### src/logic/frame_logic_pkg.sv
// Constants for the alarm threshold and general pin frame decoder
package frame_logic_pkg;
  // Frame shape
  localparam int FRAME_BITS = 16;
  localparam int CNT_W = 5;
  localparam logic [4:0] LAST_BIT = 5'h0F;
  localparam logic [4:0] FULL_CNT = 5'h10;
  // Field positions of the serial input word
  localparam int NIB_HI = 15;
  localparam int NIB_LO = 12;
  localparam int CH_LOW_HI = 15;
  localparam int CH_LOW_LO = 14;
  localparam int HL_SEL_POS = 13;
  localparam int EXIT_POS = 12;
  localparam int GROUP_HI = 13;
  localparam int GROUP_LO = 12;
  localparam int THR_HI = 9;
  localparam int THR_LO = 0;
  localparam int RANGE_POS = 6;
  localparam int RB_EN_POS = 4;
  localparam int POUT_HI = 3;
  localparam int POUT_LO = 0;
  // Widths
  localparam int THR_W = 10;
  localparam int CONV_W = 12;
  localparam int CH_W = 4;
  localparam int GRP_W = 2;
  localparam int GPIO_W = 4;
  localparam int PCNT_W = 4;
  // Command codes in the top nibble
  localparam logic [1:0] ALARM_ENTRY_TOP = 2'h3;
  localparam logic [3:0] GPIO_CFG_CMD = 4'h4;
  localparam logic [3:0] MODE_MANUAL_CMD = 4'h1;
  localparam logic [3:0] MODE_AUTO1_CMD = 4'h2;
  localparam logic [3:0] MODE_AUTO2_CMD = 4'h3;
  // Reset values and frame count limit
  localparam logic [9:0] HIGH_THR_RST = 10'h3FF;
  localparam logic [9:0] LOW_THR_RST = 10'h000;
  localparam logic [3:0] GPIO_RST = 4'h0;
  localparam logic [3:0] PCNT_MAX = 4'hF;
  typedef enum logic {
    ST_NORMAL = 1'b0,
    ST_ALARM_PROG = 1'b1
  } ctl_state_t;
endpackage

### src/logic/alarm_threshold_gpio_frame_logic.sv
// Serial frame decoder: alarm threshold programming and general pin exchange
// Functional notes
// - Top bits 11 plus two-bit group enter alarm programming for that group.
// - Later frames: top two bits plus stored group form the target channel.
// - Bit 13 one selects high threshold, zero selects low threshold.
// - Exit bit zero keeps the sequence; next frame is another threshold write.
// - Exit bit one leaves the sequence from the next frame.
// - Without exit bit every word stays threshold data indefinitely.
// - Low ten bits stored; reset high all ones, low all zeros.
// - Thresholds compare with upper ten bits of twelve-bit result.
// - High alarm above high threshold, low alarm below low threshold.
// - Four general pins, each independently input or output.
// - Each select falling edge drives outputs from the last mode command word.
// - Each select falling edge samples inputs, shifted out same frame.
// - Input states go out only if the last mode command word set bit 4.
// - Programming keeps conversion data valid on the serial output.
// - During programming range changes and output data are ignored.
// - Top nibble 0100 writes pin configuration instead of a command.
`timescale 1ns/10ps
`default_nettype none
module alarm_threshold_gpio_frame_logic #(
  parameter int CH_COUNT = 16
) (
  input wire logic mclk_i, // System clock, 50 MHz
  input wire logic sys_rst_i, // Async reset, active high
  input wire logic ce_i, // Clock enable, freezes state when low
  input wire logic sclk_i, // Serial clock pin
  input wire logic cs_n_i, // Frame select pin, active low
  input wire logic serial_in_line_i, // Serial data from host
  output logic serial_out_line_o, // Serial data to host
  output logic serial_out_oe_o, // Serial output drive enable
  input wire logic [3:0] general_input_pin_i, // Pin levels read back
  output logic [3:0] general_output_pin_o, // Pin drive values
  output logic [3:0] general_pin_oe_o, // Pin drive enables
  input wire logic conv_valid_i, // Conversion result strobe
  input wire logic [11:0] conv_data_i, // Conversion result
  input wire logic [3:0] conv_channel_i, // Channel of the result
  output logic alarm_high_o, // High alarm for last result
  output logic alarm_low_o, // Low alarm for last result
  output logic range_sel_o, // Input range request
  output logic alarm_prog_active_o, // In alarm programming
  output logic [3:0] alarm_prog_frames_o // Programming frames seen
);

  ////////////////////////////////////////////////////////////////////////////
  // Pin synchronisation
  logic sclk_s;
  logic cs_n_s;
  logic sin_s;
  logic [3:0] pin_in_s;

  // Select resets idle high so reset release starts no frame
  pin_sync2 #(
    .WIDTH(7),
    .RST_VAL(7'h02)
  ) u_sync (
    .mclk_i(mclk_i),
    .sys_rst_i(sys_rst_i),
    .ce_i(ce_i),
    .async_i({general_input_pin_i, serial_in_line_i, cs_n_i, sclk_i}),
    .sync_o({pin_in_s, sin_s, cs_n_s, sclk_s})
  );

  function automatic logic [3:0] top_nibble(input logic [15:0] w);
    top_nibble = w[frame_logic_pkg::NIB_HI:frame_logic_pkg::NIB_LO];
  endfunction

  function automatic logic is_mode_cmd(input logic [15:0] w);
    logic [3:0] n;
    n = top_nibble(w);
    is_mode_cmd = (n == frame_logic_pkg::MODE_MANUAL_CMD) ||
                  (n == frame_logic_pkg::MODE_AUTO1_CMD) ||
                  (n == frame_logic_pkg::MODE_AUTO2_CMD);
  endfunction

  ////////////////////////////////////////////////////////////////////////////
  // Frame shifter
  logic sclk_d_r;
  logic sclk_d_nxt;
  logic cs_d_r;
  logic cs_d_nxt;
  logic [4:0] bit_cnt_r;
  logic [4:0] bit_cnt_nxt;
  logic [15:0] rx_sh_r;
  logic [15:0] rx_sh_nxt;
  logic [15:0] tx_sh_r;
  logic [15:0] tx_sh_nxt;
  logic cs_fall;
  logic sclk_rise;
  logic sclk_fall;
  logic frame_done;
  logic [15:0] rx_word;
  logic [15:0] tx_word;
  logic rb_pend_r;

  assign cs_fall = cs_d_r & ~cs_n_s;
  assign sclk_rise = ~sclk_d_r & sclk_s;
  assign sclk_fall = sclk_d_r & ~sclk_s;
  assign rx_word = {rx_sh_r[14:0], sin_s};
  // Decode fires only on the sixteenth bit; early select release drops it.
  // Stale count of a cut frame must not fire at the next select fall.
  assign frame_done = sclk_rise & ~cs_n_s & ~cs_d_r &
                      (bit_cnt_r == frame_logic_pkg::LAST_BIT);

  // Conversion data goes out in every frame, programming or not
  always_comb begin
    if (rb_pend_r) begin
      tx_word = {conv_channel_i, conv_data_i[11:4], pin_in_s};
    end else begin
      tx_word = {conv_channel_i, conv_data_i};
    end
  end

  always_comb begin
    sclk_d_nxt = sclk_s;
    cs_d_nxt = cs_n_s;
    bit_cnt_nxt = bit_cnt_r;
    rx_sh_nxt = rx_sh_r;
    tx_sh_nxt = tx_sh_r;
    if (cs_fall) begin
      bit_cnt_nxt = '0;
      tx_sh_nxt = tx_word;
    end else if (~cs_n_s) begin
      if (sclk_rise && bit_cnt_r != frame_logic_pkg::FULL_CNT) begin
        rx_sh_nxt = rx_word;
        bit_cnt_nxt = bit_cnt_r + 5'h01;
      end
      if (sclk_fall) begin
        tx_sh_nxt = {tx_sh_r[14:0], 1'b0};
      end
    end
  end

  always_ff @(posedge mclk_i or posedge sys_rst_i) begin
    if (sys_rst_i) begin
      sclk_d_r <= 1'b0;
      cs_d_r <= 1'b1;
      bit_cnt_r <= 5'h00;
      rx_sh_r <= 16'h0000;
      tx_sh_r <= 16'h0000;
    end else if (ce_i) begin
      sclk_d_r <= sclk_d_nxt;
      cs_d_r <= cs_d_nxt;
      bit_cnt_r <= bit_cnt_nxt;
      rx_sh_r <= rx_sh_nxt;
      tx_sh_r <= tx_sh_nxt;
    end
  end

  assign serial_out_line_o = tx_sh_r[15];
  assign serial_out_oe_o = ~cs_d_r;

  ////////////////////////////////////////////////////////////////////////////
  // Command decode, thresholds and general pins
  frame_logic_pkg::ctl_state_t state_r;
  frame_logic_pkg::ctl_state_t state_nxt;
  logic [1:0] group_r;
  logic [1:0] group_nxt;
  logic [3:0] pcnt_r;
  logic [3:0] pcnt_nxt;
  logic [3:0] pout_pend_r;
  logic [3:0] pout_pend_nxt;
  logic [3:0] pout_r;
  logic [3:0] pout_nxt;
  logic [3:0] dir_r;
  logic [3:0] dir_nxt;
  logic rb_pend_nxt;
  logic range_r;
  logic range_nxt;
  logic [9:0] hi_thr_r [CH_COUNT];
  logic [9:0] hi_thr_nxt [CH_COUNT];
  logic [9:0] lo_thr_r [CH_COUNT];
  logic [9:0] lo_thr_nxt [CH_COUNT];
  logic [3:0] tgt_ch;

  // Channel built from stored group and the frame's low channel bits
  assign tgt_ch = {group_r,
                   rx_word[frame_logic_pkg::CH_LOW_HI:frame_logic_pkg::CH_LOW_LO]};

  always_comb begin
    state_nxt = state_r;
    group_nxt = group_r;
    pcnt_nxt = pcnt_r;
    pout_pend_nxt = pout_pend_r;
    pout_nxt = pout_r;
    dir_nxt = dir_r;
    rb_pend_nxt = rb_pend_r;
    range_nxt = range_r;
    for (int i = 0; i < CH_COUNT; i++) begin
      hi_thr_nxt[i] = hi_thr_r[i];
      lo_thr_nxt[i] = lo_thr_r[i];
    end
    if (cs_fall) begin
      pout_nxt = pout_pend_r;
    end
    if (frame_done) begin
      case (state_r)
        frame_logic_pkg::ST_NORMAL: begin
          if (rx_word[15:14] == frame_logic_pkg::ALARM_ENTRY_TOP) begin
            state_nxt = frame_logic_pkg::ST_ALARM_PROG;
            group_nxt = rx_word[frame_logic_pkg::GROUP_HI:frame_logic_pkg::GROUP_LO];
            pcnt_nxt = '0;
          end else if (top_nibble(rx_word) == frame_logic_pkg::GPIO_CFG_CMD) begin
            dir_nxt = rx_word[frame_logic_pkg::POUT_HI:frame_logic_pkg::POUT_LO];
          end else if (is_mode_cmd(rx_word)) begin
            // Output values ride in the command word
            pout_pend_nxt = rx_word[frame_logic_pkg::POUT_HI:frame_logic_pkg::POUT_LO];
            rb_pend_nxt = rx_word[frame_logic_pkg::RB_EN_POS];
            range_nxt = rx_word[frame_logic_pkg::RANGE_POS];
          end
        end
        frame_logic_pkg::ST_ALARM_PROG: begin
          // Any word here is threshold data; range and pin data not taken
          if (rx_word[frame_logic_pkg::HL_SEL_POS]) begin
            hi_thr_nxt[tgt_ch] = rx_word[frame_logic_pkg::THR_HI:frame_logic_pkg::THR_LO];
          end else begin
            lo_thr_nxt[tgt_ch] = rx_word[frame_logic_pkg::THR_HI:frame_logic_pkg::THR_LO];
          end
          if (pcnt_r != frame_logic_pkg::PCNT_MAX) begin
            pcnt_nxt = pcnt_r + 4'h1;
          end
          if (rx_word[frame_logic_pkg::EXIT_POS]) begin
            state_nxt = frame_logic_pkg::ST_NORMAL;
          end else begin
            state_nxt = frame_logic_pkg::ST_ALARM_PROG;
          end
        end
        default: begin
          state_nxt = frame_logic_pkg::ST_NORMAL;
        end
      endcase
    end
  end

  always_ff @(posedge mclk_i or posedge sys_rst_i) begin
    if (sys_rst_i) begin
      state_r <= frame_logic_pkg::ST_NORMAL;
      group_r <= 2'h0;
      pcnt_r <= 4'h0;
      pout_pend_r <= frame_logic_pkg::GPIO_RST;
      pout_r <= frame_logic_pkg::GPIO_RST;
      dir_r <= frame_logic_pkg::GPIO_RST;
      rb_pend_r <= 1'b0;
      range_r <= 1'b0;
      for (int i = 0; i < CH_COUNT; i++) begin
        hi_thr_r[i] <= frame_logic_pkg::HIGH_THR_RST;
        lo_thr_r[i] <= frame_logic_pkg::LOW_THR_RST;
      end
    end else if (ce_i) begin
      state_r <= state_nxt;
      group_r <= group_nxt;
      pcnt_r <= pcnt_nxt;
      pout_pend_r <= pout_pend_nxt;
      pout_r <= pout_nxt;
      dir_r <= dir_nxt;
      rb_pend_r <= rb_pend_nxt;
      range_r <= range_nxt;
      for (int i = 0; i < CH_COUNT; i++) begin
        hi_thr_r[i] <= hi_thr_nxt[i];
        lo_thr_r[i] <= lo_thr_nxt[i];
      end
    end
  end

  assign general_output_pin_o = pout_r;
  assign general_pin_oe_o = dir_r;
  assign range_sel_o = range_r;
  assign alarm_prog_active_o = (state_r == frame_logic_pkg::ST_ALARM_PROG);
  assign alarm_prog_frames_o = pcnt_r;

  ////////////////////////////////////////////////////////////////////////////
  // Alarm compare
  logic alarm_high_r;
  logic alarm_high_nxt;
  logic alarm_low_r;
  logic alarm_low_nxt;
  logic [9:0] conv_upper;

  // Two lowest result bits are dropped before compare
  assign conv_upper = conv_data_i[11:2];

  always_comb begin
    alarm_high_nxt = alarm_high_r;
    alarm_low_nxt = alarm_low_r;
    if (conv_valid_i && (32'(conv_channel_i) < CH_COUNT)) begin
      alarm_high_nxt = conv_upper > hi_thr_r[conv_channel_i];
      alarm_low_nxt = conv_upper < lo_thr_r[conv_channel_i];
    end
  end

  always_ff @(posedge mclk_i or posedge sys_rst_i) begin
    if (sys_rst_i) begin
      alarm_high_r <= 1'b0;
      alarm_low_r <= 1'b0;
    end else if (ce_i) begin
      alarm_high_r <= alarm_high_nxt;
      alarm_low_r <= alarm_low_nxt;
    end
  end

  assign alarm_high_o = alarm_high_r;
  assign alarm_low_o = alarm_low_r;

endmodule // alarm_threshold_gpio_frame_logic
`default_nettype wire

### src/logic/pin_sync2.sv
// Two-stage synchroniser for asynchronous pin inputs
`timescale 1ns/10ps
`default_nettype none
module pin_sync2 #(
  parameter int WIDTH = 1,
  parameter logic [WIDTH-1:0] RST_VAL = '0
) (
  input wire logic mclk_i, // System clock
  input wire logic sys_rst_i, // Async reset, active high
  input wire logic ce_i, // Clock enable
  input wire logic [WIDTH-1:0] async_i, // Pin levels
  output logic [WIDTH-1:0] sync_o // Synchronised levels
);
  logic [WIDTH-1:0] meta_r;
  logic [WIDTH-1:0] meta_nxt;
  logic [WIDTH-1:0] sync_r;
  logic [WIDTH-1:0] sync_nxt;

  always_comb begin
    meta_nxt = ce_i ? async_i : meta_r;
    sync_nxt = ce_i ? meta_r : sync_r;
  end

  // Reset level per bit matches each pin's idle level
  always_ff @(posedge mclk_i or posedge sys_rst_i) begin
    if (sys_rst_i) begin
      meta_r <= RST_VAL;
      sync_r <= RST_VAL;
    end else begin
      meta_r <= meta_nxt;
      sync_r <= sync_nxt;
    end
  end

  assign sync_o = sync_r;
endmodule // pin_sync2
`default_nettype wire

### config.mk
export PLATFORM = sky130hd
export DESIGN_NAME = alarm_threshold_gpio_frame_logic
export DESIGN_NICKNAME = d
export VERILOG_FILES = /design/src/logic/frame_logic_pkg.sv /design/src/logic/alarm_threshold_gpio_frame_logic.sv /design/src/logic/pin_sync2.sv
export SDC_FILE = /design/constraint.sdc
export NUM_CORES = 1
export LEC_CHECK = 0
export BUFFER_PORTS_ARGS = -buffer_cell sky130_fd_sc_hd__buf_4
export CAP_MARGIN = 0
export CORE_ASPECT_RATIO = 1.2
export CORE_UTILIZATION = 55
export DETAILED_ROUTE_END_ITERATION = 8
export GPL_TIMING_DRIVEN = 0
export PLACE_DENSITY = 0.83
export SETUP_SLACK_MARGIN = 0.15
export SLEW_MARGIN = 20
export SYNTH_ARGS = -nofsm -noshare
export SYNTH_HDL_FRONTEND = slang
export SYNTH_SLANG_ARGS = --single-unit
### constraint.sdc
create_clock -name mclk_i -period 10.9 [get_ports mclk_i]
set_clock_uncertainty 0.05 [all_clocks]
set_input_delay 0.545 -clock mclk_i [delete_from_list [all_inputs] [get_ports mclk_i]]
set_output_delay 0.545 -clock mclk_i [all_outputs]
set_load 0.02 [all_outputs]
==> Word level (Yosys, flattened, before mapping) <==
Cells that the tools add are included.
{ "totals": {"register_bits": 395, "latchBits": 0, "ram_bits": 0, "rom_bits": 0, "word_cells": 125, "memories": 0} }
{ "classes": {"add_sub_neg": 2, "multipliers": 0, "div": 0, "magnitude_cmp": 5, "eq_ne": 11, "n_shift": 0, "n_mux": 23, "bitwise": 17, "reduce_logical": 18} }
{ "ops": {"columns": ["cell", "count"], "rows": [
  ["$bwmux 160", 2],
  ["$bmux 10 s4", 2],
  ["$mux 10", 5],
  ["$mux 16", 3],
  ["$demux 10 s4", 1],
  ["$reduce_and 4->1", 5],
  ["$mux 5", 3],
  ["$mux 4", 3],
  ["$ge 5x5->1 const B", 2],
  ["$gt 10x10->1", 1],
  ["$lt 10x10->1", 1],
  ["$not 4->5", 2],
  ["$not 1->1", 9],
  ["$eq 4x2->1 const B", 2],
  ["$pmux 4 s2", 1],
  ["$and 1x1->1", 6],
  ["$reduce_and 2->1", 3],
  ["$reduce_and 3->1", 2],
  ["$reduce_and 6->1", 1],
  ["$add 5x1->5 const B", 1],
  ["$eq 5x4->1 const B", 1],
  ["$lt 5x1->1 const B", 1],
  ["$ne 5x5->1 const B", 1],
  ["$reduce_and 5->1", 1],
  ["12 further kinds", 17]
]} }

==> Longest topological paths before layout <==
Gate-level depths: netlist of run 1.
{ "depth": {"ltp_word": 6, "mapped_depth": 11, "depth_no_buf": 9} }

==> Cells and area by module <==
A second synthesis of run 1 with hierarchy kept.
{ "unflattened": {"hier_cells": 1174, "hier_area_um2": 18328.8} }
{ "modules_own_cells": {"columns": ["module", "n_inst", "cells_per_inst", "area_per_inst_um2", "seq_area_each_um2"], "rows": [
  ["alarm_threshold_gpio_frame_logic", 1, 1144, 17803.3, 9735.6],
  ["pin_sync2", 1, 30, 525.5, 352.8]
]} }

==> Least setup slack after synthesis of run 1 <==
No wires, ideal clock.
{ "synth_timing": {"path_kind": "input -> register", "from": "in conv_channel_i[0]", "to": "reg alarm_high_r (netlist: alarm_high_o)", "setup_ns": 0.124, "arrival_ns": 3.255, "required_ns": 10.726, "setup_slack_ns": 7.471, "stages": 11, "path_buffers": 2, "cell_sequence": "clkbuf_1 > buf_2 > mux4_2 > mux4_2 > inv_1 > ha_1 > nand2_1 > or2_2 > o311a_1 > a22oi_1 > nand2_1"} }
{ "synth_via": {"elab_chain_len": 5} }
{ "synth_lines": {"columns": ["element", "line_no", "text"], "rows": [
  ["from (decl)", "alarm_threshold_gpio_frame_logic.sv:37", "input wire logic [3:0] conv_channel_i,"],
  ["$not 4->5 (not written as such)", "alarm_threshold_gpio_frame_logic.sv:286", "alarm_high_nxt = conv_upper > hi_thr_r[conv_channel_i];"],
  ["$bmux 10 s4", "alarm_threshold_gpio_frame_logic.sv:286", null],
  ["$mux 10 (not written as such) (2 in series)", "alarm_threshold_gpio_frame_logic.sv:286", null],
  ["$gt 10x10->1", "alarm_threshold_gpio_frame_logic.sv:286", null],
  ["to (signal assigned)", "alarm_threshold_gpio_frame_logic.sv:296", "alarm_high_r <= alarm_high_nxt;"],
  ["to (decl)", "alarm_threshold_gpio_frame_logic.sv:273", "logic alarm_high_r;"]
]} }
No other way between the ends. The select of a mux whose other input is x is not followed.
A chain may end at the register's enable or synchronous reset.

==> Worst setup path after layout of run 1 <==
Ends and elaborated chain as after synthesis.

==> results.py, run 1 <==
metrics = {
    "timing": {
        "slew_headroom_pct": 30.6,
        "finalMaxSlewViolations": 0,
        "rsz0062_at_grt": "no",
        "layout_min_cycle_time_ns": 3.57,
        "hold_violations": 0,
        "setup_tns_ns": 0,
        "setup_viol": 0,
        "worst_pin_slew_ns": 1.03,
        "fin_crit_sh_pct": 32.8,
        "fmax_mhz": 280,
    },
    "logic_synthesis": {
        "synth_area_mm2": 0.0185,
        "synthTopCellsByArea": "dfrtp_1 31%, dfstp_2 23%, mux2_2 22%",
        "synth_warnings": 0,
        "syn-num-nets": 1240,
        "syn_inst": 1190,
        "avgSynthCellArea_um2": 15.5,
        "ys_ff_latch": 395,
        "netlist.area_leader.share_pct": 31.4,
        "synth.yosys.seq_area_share_pct": 54.6,
        "synth_ff_type": "dfrtp_1",
        "ys_types": 46,
        "synth.largest_area_cell": "dfrtp_1",
        "synth-edff-count": 0,
        "async_flop_share_pct": 100,
    },
    "place": {
        "dpl.hpwl_mm": 30.6,
        "numPortBuffers": 40,
        "gp_congestion": 0.839,
        "dp.cells": 1693,
        "placed_area_mm2": 0.0196,
    },
    "setup_path": {
        "critical_path_required_ns": 11.28,
        "critPathArrivalTime_ns": 3.96,
        "critical_path.max_fanout": 10,
        "setup.worst_path.start_class": "input port",
        "path_class": "in -> reg",
        "r2r_slack_ns": 7.68,
        "cp-end-kind": "flop",
    },
    "cts": {
        "clkSinkCount": 395,
        "h-tree-depth": 2,
        "numCtsBuffers": 39,
        "clk_latency_ns": 0.55,
        "root_buffer": "clkbuf_16",
        "clk_pin_slew_ns": 0.06,
        "cts_tree": "built",
        "post-cts-setup-buffers": 0,
        "cts_buffer_depth": 3,
    },
    "grt": {
        "grt_pass1_wl_mm": 68.7,
        "grt_max_degree": 38,
        "grt_pass1_vias": 11700,
        "antenna_found_initial": 1,
        "grt_usage_pct": 26.9,
        "overflow": 0,
    },
    "finish": {
        "fin_cells": 1766,
        "nNetsFinal": 1335,
        "drive_gt1_share_pct": 61.4,
        "postLayoutCoreUtil_pct": 63.4,
        "synthToLayoutAreaGrowth_pct": 13.5,
        "diodes": 0,
        "design_area_mm2": 0.0210,
    },
    "detailed_routing": {
        "vias": 10800,
        "routedWlPerCell_um": 25.0,
        "drtIter0Drc": 688,
        "route.detailed.drc": 0,
        "drtAntennaViolNets": 0,
        "dr.pass1.iters": 5,
        "detail_route.wirelength_mm": 44.2,
        "viasPerCell": 6.13,
    },
    "die": {
        "die-height_um": 203,
        "core_area_mm2": 0.0331,
        "die_w_um": 169,
        "rows": 73,
        "dieArea_mm2": 0.0343,
        "ios": 45,
        "start_util_pct": 55.9,
    },
    "job": {
        "max_cap_viol_count": 0,
    },
    "worst_hold_path": {
        "hold_path.class": "in -> reg",
    },
    "power_and_ir_drop": {
        "cellPowerDensity_mw_per_mm2": 155,
        "peakVddDrop_mv": 0.112,
        "p_leak_nw": 9.48,
    },
    "status": {
        "outcome": "complete, no violations",
    },
}
[per-stage QoR]
stage | hold WS [ns] | worst slack [ns] | total power [mW]
2_1_floorplan | 0.388 | 5.12 | 1.76
3_3_place_gp | 0.407 | 3.18 | 1.86
3_5_place_dp | 0.422 | 6.80 | 1.89
4_1_cts | 0.168 | 7.35 | 3.26
5_1_grt | 0.177 | 7.16 | 3.35
6_report | 0.178 | 7.33 | 3.25
[cell families (layout without fill, tap and decap cells)]
| group | after synthesis | after routing | share of synthesized area, % |
|---|---|---|---|
| muxes | 482 | 482 | 35.2 |
| buffers and inverters | 106 | 232 | 2.91 |
| DFF | 395 | 395 | 54.6 |
| and+or+nand+nor | 122 | 122 | 3.76 |
| AOI/OAI and AO/OA | 61 | 61 | 1.94 |
| xor gates and xnor gates | 1 | 1 | 0.0474 |
| adders and majority gates | 23 | 23 | 1.56 |
[critical path: stages]
cell and delay, ns:
clkbuf_1 0.42, buf_2 0.52, mux4_2 0.65, mux4_2 0.50, inv_1 0.14, ha_1 0.17
nand3_1 0.07, or2_2 0.31, o311a_1 0.38, a22oi_1 0.16, nand2_1 0.08
[flip-flops by register name, indices dropped and copies added (netlist names), 5 cells and up]
| register | count |
|---|---|
| lo_thr_r | 160 |
| hi_thr_r | 160 |
| u_sync.meta_r | 7 |
| bit_cnt_r | 5 |
| rx_sh_r | 15 |
| tx_sh_r | 16 |
| u_sync.sync_o | 7 |
[synth_stat cells (all sizes together), types with 4 or more instances]
cell type	number
nand3	9
nand2	74
clkbuf	26
mux2i	20
mux4	97
ha	23
a21oi	12
dfrtp	232
nand4	4
dfstp	163
o21ai	30
dlygate4sd1	22
nor3	8
nor2	8
inv	30
mux2	365
buf	28
[per-layer routing]
layer / vias to the layer above / track usage (%) / wire length [µm]
met5: - / 0 / 0
met4: 0 / 14.4 / 2440
met3: 111 / 4.37 / 2140
met2: 321 / 44.9 / 22200
met1: 5817 / 33.8 / 17400
li1: 4572 / - / -
[cell type report]
class	instances	area [µm²]
Tap cell	450	563
Buffer	76	427
Multi-Input combinational cell	689	7850
Timing Repair Buffer	54	593
Clock buffer	52	1140
Fill cell	2362	12100
Inverter	30	116
Clock inverter	20	185
Sequential cell	395	10100
[power by group]
group          internal (mW)  switching, mW  leakage (nW)
Sequential              1.52         0.0323          4.87
Clock                  0.789          0.591         0.645
Combinational          0.104          0.220          3.96
[cells in the final DEF, fill, tap and decap left out, types with 23 or more instances in the layout]
cell and count:
dfrtp_1 232, mux4_2 97, inv_1 29, mux2_2 365
clkbuf_1 29, o21ai_0 30, ha_1 23, dfstp_2 163
clkbuf_16 41, nand2_2 32, nand2_1 42, buf_4 42
[final timing paths]
kind | cells after the start | endpoint | start
worst max-delay path | 11 | alarm_high_o | conv_channel_i[0]
worst min-delay path | 2 | u_sync.meta_r[3] | general_input_pin_i[0]
worst max register to register | 7 | lo_thr_r[108] | bit_cnt_r[0]
worst min register to register | 2 | tx_sh_r[1] | tx_sh_r[1]
max in group asynchronous | 7 | cs_d_r | sys_rst_i
min in group asynchronous | 3 | lo_thr_r[154] | sys_rst_i
[repair_timing]
| item | in CTS | in global routing |
|---|---|---|
| gates resized for setup | 0 | 0 |
| endpoints found under the setup margin | 0 | 0 |
| hold buffers | 1 | 0 |
| endpoints found under the hold margin | 15 | 0 |
Note: power is estimated with default switching activity, not from simulation.
==> run 2: changes to the inputs <==
--- a/config.mk
+++ b/config.mk
@@ -5,6 +5,7 @@
 export SDC_FILE = /design/constraint.sdc
 export NUM_CORES = 1
 export LEC_CHECK = 0
+export ABC_AREA = 1
 export BUFFER_PORTS_ARGS = -buffer_cell sky130_fd_sc_hd__buf_4
 export CAP_MARGIN = 0
 export CORE_ASPECT_RATIO = 1.2
==> constraint.sdc (replaced) <==
create_clock -name mclk_i -period 3 [get_ports mclk_i]
set_clock_uncertainty 0.05 [all_clocks]
set_input_delay 0.15 -clock mclk_i [delete_from_list [all_inputs] [get_ports mclk_i]]
set_output_delay 0.15 -clock mclk_i [all_outputs]
set_load 0.02 [all_outputs]
==> run 2 against run 1 <==
Hold slack worse by 0.14 ns. Final cell count rose by 50%. Combinational power rose to 7.5 times the previous value. Die area down 2.1%. Core utilization increased by 0.65 points. Sequential share of layout area up 0.71 points. Register-to-register slack worse by 7.3 ns. Count of clock-buffer cells in the layout up 9. Synthesized cell count up 76%. Non-clock buffer count grew 118. Clock power grew to 3.5 times the previous value. Critical endpoint is now alarm_low_o. Largest cell class unchanged. Largest power group unchanged. Highest routed layer is now met5.
==> results.py, run 2 <==
metrics = {
    "status": {
        "outcome": "complete, no violations",
    },
    "power_and_ir_drop": {
        "peakVddDrop_mv": 0.690,
        "p_leak_nw": 8.67,
        "cellPowerDensity_mw_per_mm2": 631,
    },
    "die": {
        "die-height_um": 201,
        "core_area_mm2": 0.0323,
        "start_util_pct": 56.0,
        "ios": 45,
        "die_w_um": 167,
        "rows": 72,
        "dieArea_mm2": 0.0336,
    },
    "grt": {
        "overflow": 0,
        "antenna_found_initial": 2,
        "grt_max_degree": 38,
        "grt_pass1_wl_mm": 99.0,
        "grt_pass1_vias": 16600,
        "grt_usage_pct": 39.6,
    },
    "detailed_routing": {
        "vias": 17200,
        "dr.pass1.iters": 8,
        "detail_route.wirelength_mm": 65.7,
        "routedWlPerCell_um": 24.8,
        "drtIter0Drc": 2370,
        "route.detailed.drc": 0,
        "drtAntennaViolNets": 0,
        "viasPerCell": 6.47,
    },
    "logic_synthesis": {
        "synth.largest_area_cell": "dfrtp_1",
        "syn-num-nets": 2146,
        "ys_types": 38,
        "synth_ff_type": "dfrtp_1",
        "synthTopCellsByArea": "dfrtp_1 32%, dfstp_2 24%, o21ai_0 12%",
        "synthTopCellsByCount": "510 x nand2_1, 445 x o21ai_0, 232 x dfrtp_1",
        "async_flop_share_pct": 100,
        "synth_area_mm2": 0.0181,
        "synth.yosys.seq_area_share_pct": 55.8,
        "ys_ff_latch": 395,
        "synth-edff-count": 0,
        "netlist.area_leader.share_pct": 32.1,
        "synth_most_common_cell": "nand2_1",
        "syn_inst": 2096,
        "synth_warnings": 0,
        "avgSynthCellArea_um2": 8.62,
    },
    "job": {
        "max_cap_viol_count": 0,
    },
    "cts": {
        "numCtsBuffers": 40,
        "clk_pin_slew_ns": 0.06,
        "clk_latency_ns": 0.57,
        "h-tree-depth": 2,
        "cts_buffer_depth": 3,
        "root_buffer": "clkbuf_16",
        "post-cts-setup-buffers": 0,
        "cts_tree": "built",
        "clkSinkCount": 395,
    },
    "timing": {
        "slew_headroom_pct": 32.8,
        "hold_violations": 0,
        "finalMaxSlewViolations": 0,
        "layout_min_cycle_time_ns": 2.85,
        "fmax_mhz": 350,
        "fin_crit_sh_pct": 95.1,
        "setup_viol": 0,
        "rsz0062_at_grt": "no",
        "worst_pin_slew_ns": 1.01,
    },
    "setup_path": {
        "worstRegToRegCells": 12,
        "critPathArrivalTime_ns": 3.25,
        "critical_path_required_ns": 3.40,
        "rr_endpoint": "alarm_low_o",
        "timing.rr.start": "lo_thr_r[13]",
        "r2r_slack_ns": 0.38,
        "path_class": "in -> reg",
        "cpPeakStageDelay_ns": 0.64,
        "critical_path.cell_chain": "buf_2, buf_2, clkbuf_1, nor2_1, o221ai_1, nand3_1, nand2_1, inv_1, ha_1, nand2_1, o21a_1, o221ai_1, nor2_1, nand2_1, nand2_1",
        "cp.buffers_inverters": 4,
        "setup.worst_path.start_class": "input port",
        "cp_common_cell": "nand2_1",
        "crit_family": "buffers and inverters",
        "cp.depth": 15,
        "cp-end-kind": "flop",
        "critPathSlowestCell": "clkbuf_1",
        "critical_path.max_fanout": 10,
    },
    "place": {
        "numPortBuffers": 41,
        "gp_congestion": 1.07,
        "dpl.hpwl_mm": 44.5,
        "placed_area_mm2": 0.0191,
        "dp.cells": 2556,
    },
    "finish": {
        "top_regs": "hi_thr_r: 160 flops, lo_thr_r: 160 flops, tx_sh_r: 16 flops",
        "seq_area_mm2": 0.0101,
        "drive_gt1_share_pct": 16.6,
        "fin_cells": 2653,
        "synthToLayoutAreaGrowth_pct": 14.3,
        "design_area_mm2": 0.0206,
        "nNetsFinal": 2263,
        "mostFrequentLayoutCells": "510 x nand2_1, 445 x o21ai_0, 232 x dfrtp_1",
        "final_common_cell": "nand2_1",
        "n_fill_cell": 2687,
        "multi_input_area_mm2": 0.00693,
    },
    "worst_hold_path": {
        "hp-start": "ce_i",
        "hold_path_depth": 4,
        "hold_end": "alarm_high_o",
        "hold_path.class": "in -> reg",
    },
}
-- run 2: changes by cell type after synthesis, moves of 72 or more --
cell,before,now
mux2_2,365,4
clkbuf_1,26,117
o21ai_1,0,72
o21ai_0,30,445
nor2_1,8,196
mux4_2,97,0
nand2_1,42,510
-- run 2: per-layer routing --
metal,GRT usage [%],routed length [µm]
met1,50.9,24000
met2,57.5,27900
met3,12.8,8630
met4,26.1,5220
met5,0,13
-- run 2: tightest hold or removal path, stage by stage --
cell and delay [ns]:
buf_2 0.17, nand2_1 0.17, nand2_1 0.07, nand2_1 0.05
-- run 2: worst max path at each step --
stage	start	to	slack (ns)
global placement	sys_rst_i	lo_thr_r[101]	-4.38
floorplan	sys_rst_i	alarm_high_o	-2.38
CTS	conv_channel_i[2]	alarm_low_o	0.16
global route	conv_channel_i[0]	alarm_low_o	0.15
detailed placement	conv_channel_i[1]	alarm_low_o	-0.51
finish	conv_channel_i[0]	alarm_low_o	0.15
-- run 2: kinds of logic (layout without fill, tap and decap cells) --
family,after synthesis,after routing,synth area share [%]
AND/OR/NAND/NOR,763,763,16.5
adder cells (fa/ha/maj),23,23,1.59
AO/OA/AOI/OAI,646,646,19.7
other,0,1,0
XOR/XNOR,2,2,0.0970
buffers and inverters,259,408,5.80
flip-flops,395,395,55.8
multiplexers,8,8,0.471
-- run 2: what timing repair did --
| action | CTS | global route |
|---|---|---|
| hold buffers | 22 | 0 |
| resized for setup | 6 | 59 |
| endpoints found under the setup margin | 1 | 2 |
| endpoints found under the hold margin | 44 | 0 |
-- run 2: final cells by class --
cell class | instances | share of cell area, %
Inverter | 86 | 1.58
Antenna cell | 1 | 0.0121
Clock buffer | 61 | 5.42
Timing Repair Buffer | 75 | 3.76
Sequential cell | 395 | 48.9
Clock inverter | 13 | 0.600
Buffer | 173 | 3.72
Multi-Input combinational cell | 1442 | 33.6
Tap cell | 407 | 2.47
-- run 2: metrics by stage --
stage               power, mW  hold slack, ns  utilization, %  setup WS [ns]   TNS, ns
floorplan                6.96           0.196               -          -2.38   -709.39
global placement         7.97           0.304            58.6          -4.38  -1400.30
detailed placement       8.06           0.312            59.3         -0.506    -0.869
CTS                      12.9          0.0218            63.9          0.157         0
global route             13.3           0.102            64.0          0.154         0
finish                   13.0          0.0384            64.0          0.146         0
-- run 2: where the power goes --
group	total [mW]	internal [mW]	switching, mW
combinational	2.43	0.488	1.94
clock	4.86	2.70	2.16
sequential	5.74	5.57	0.172
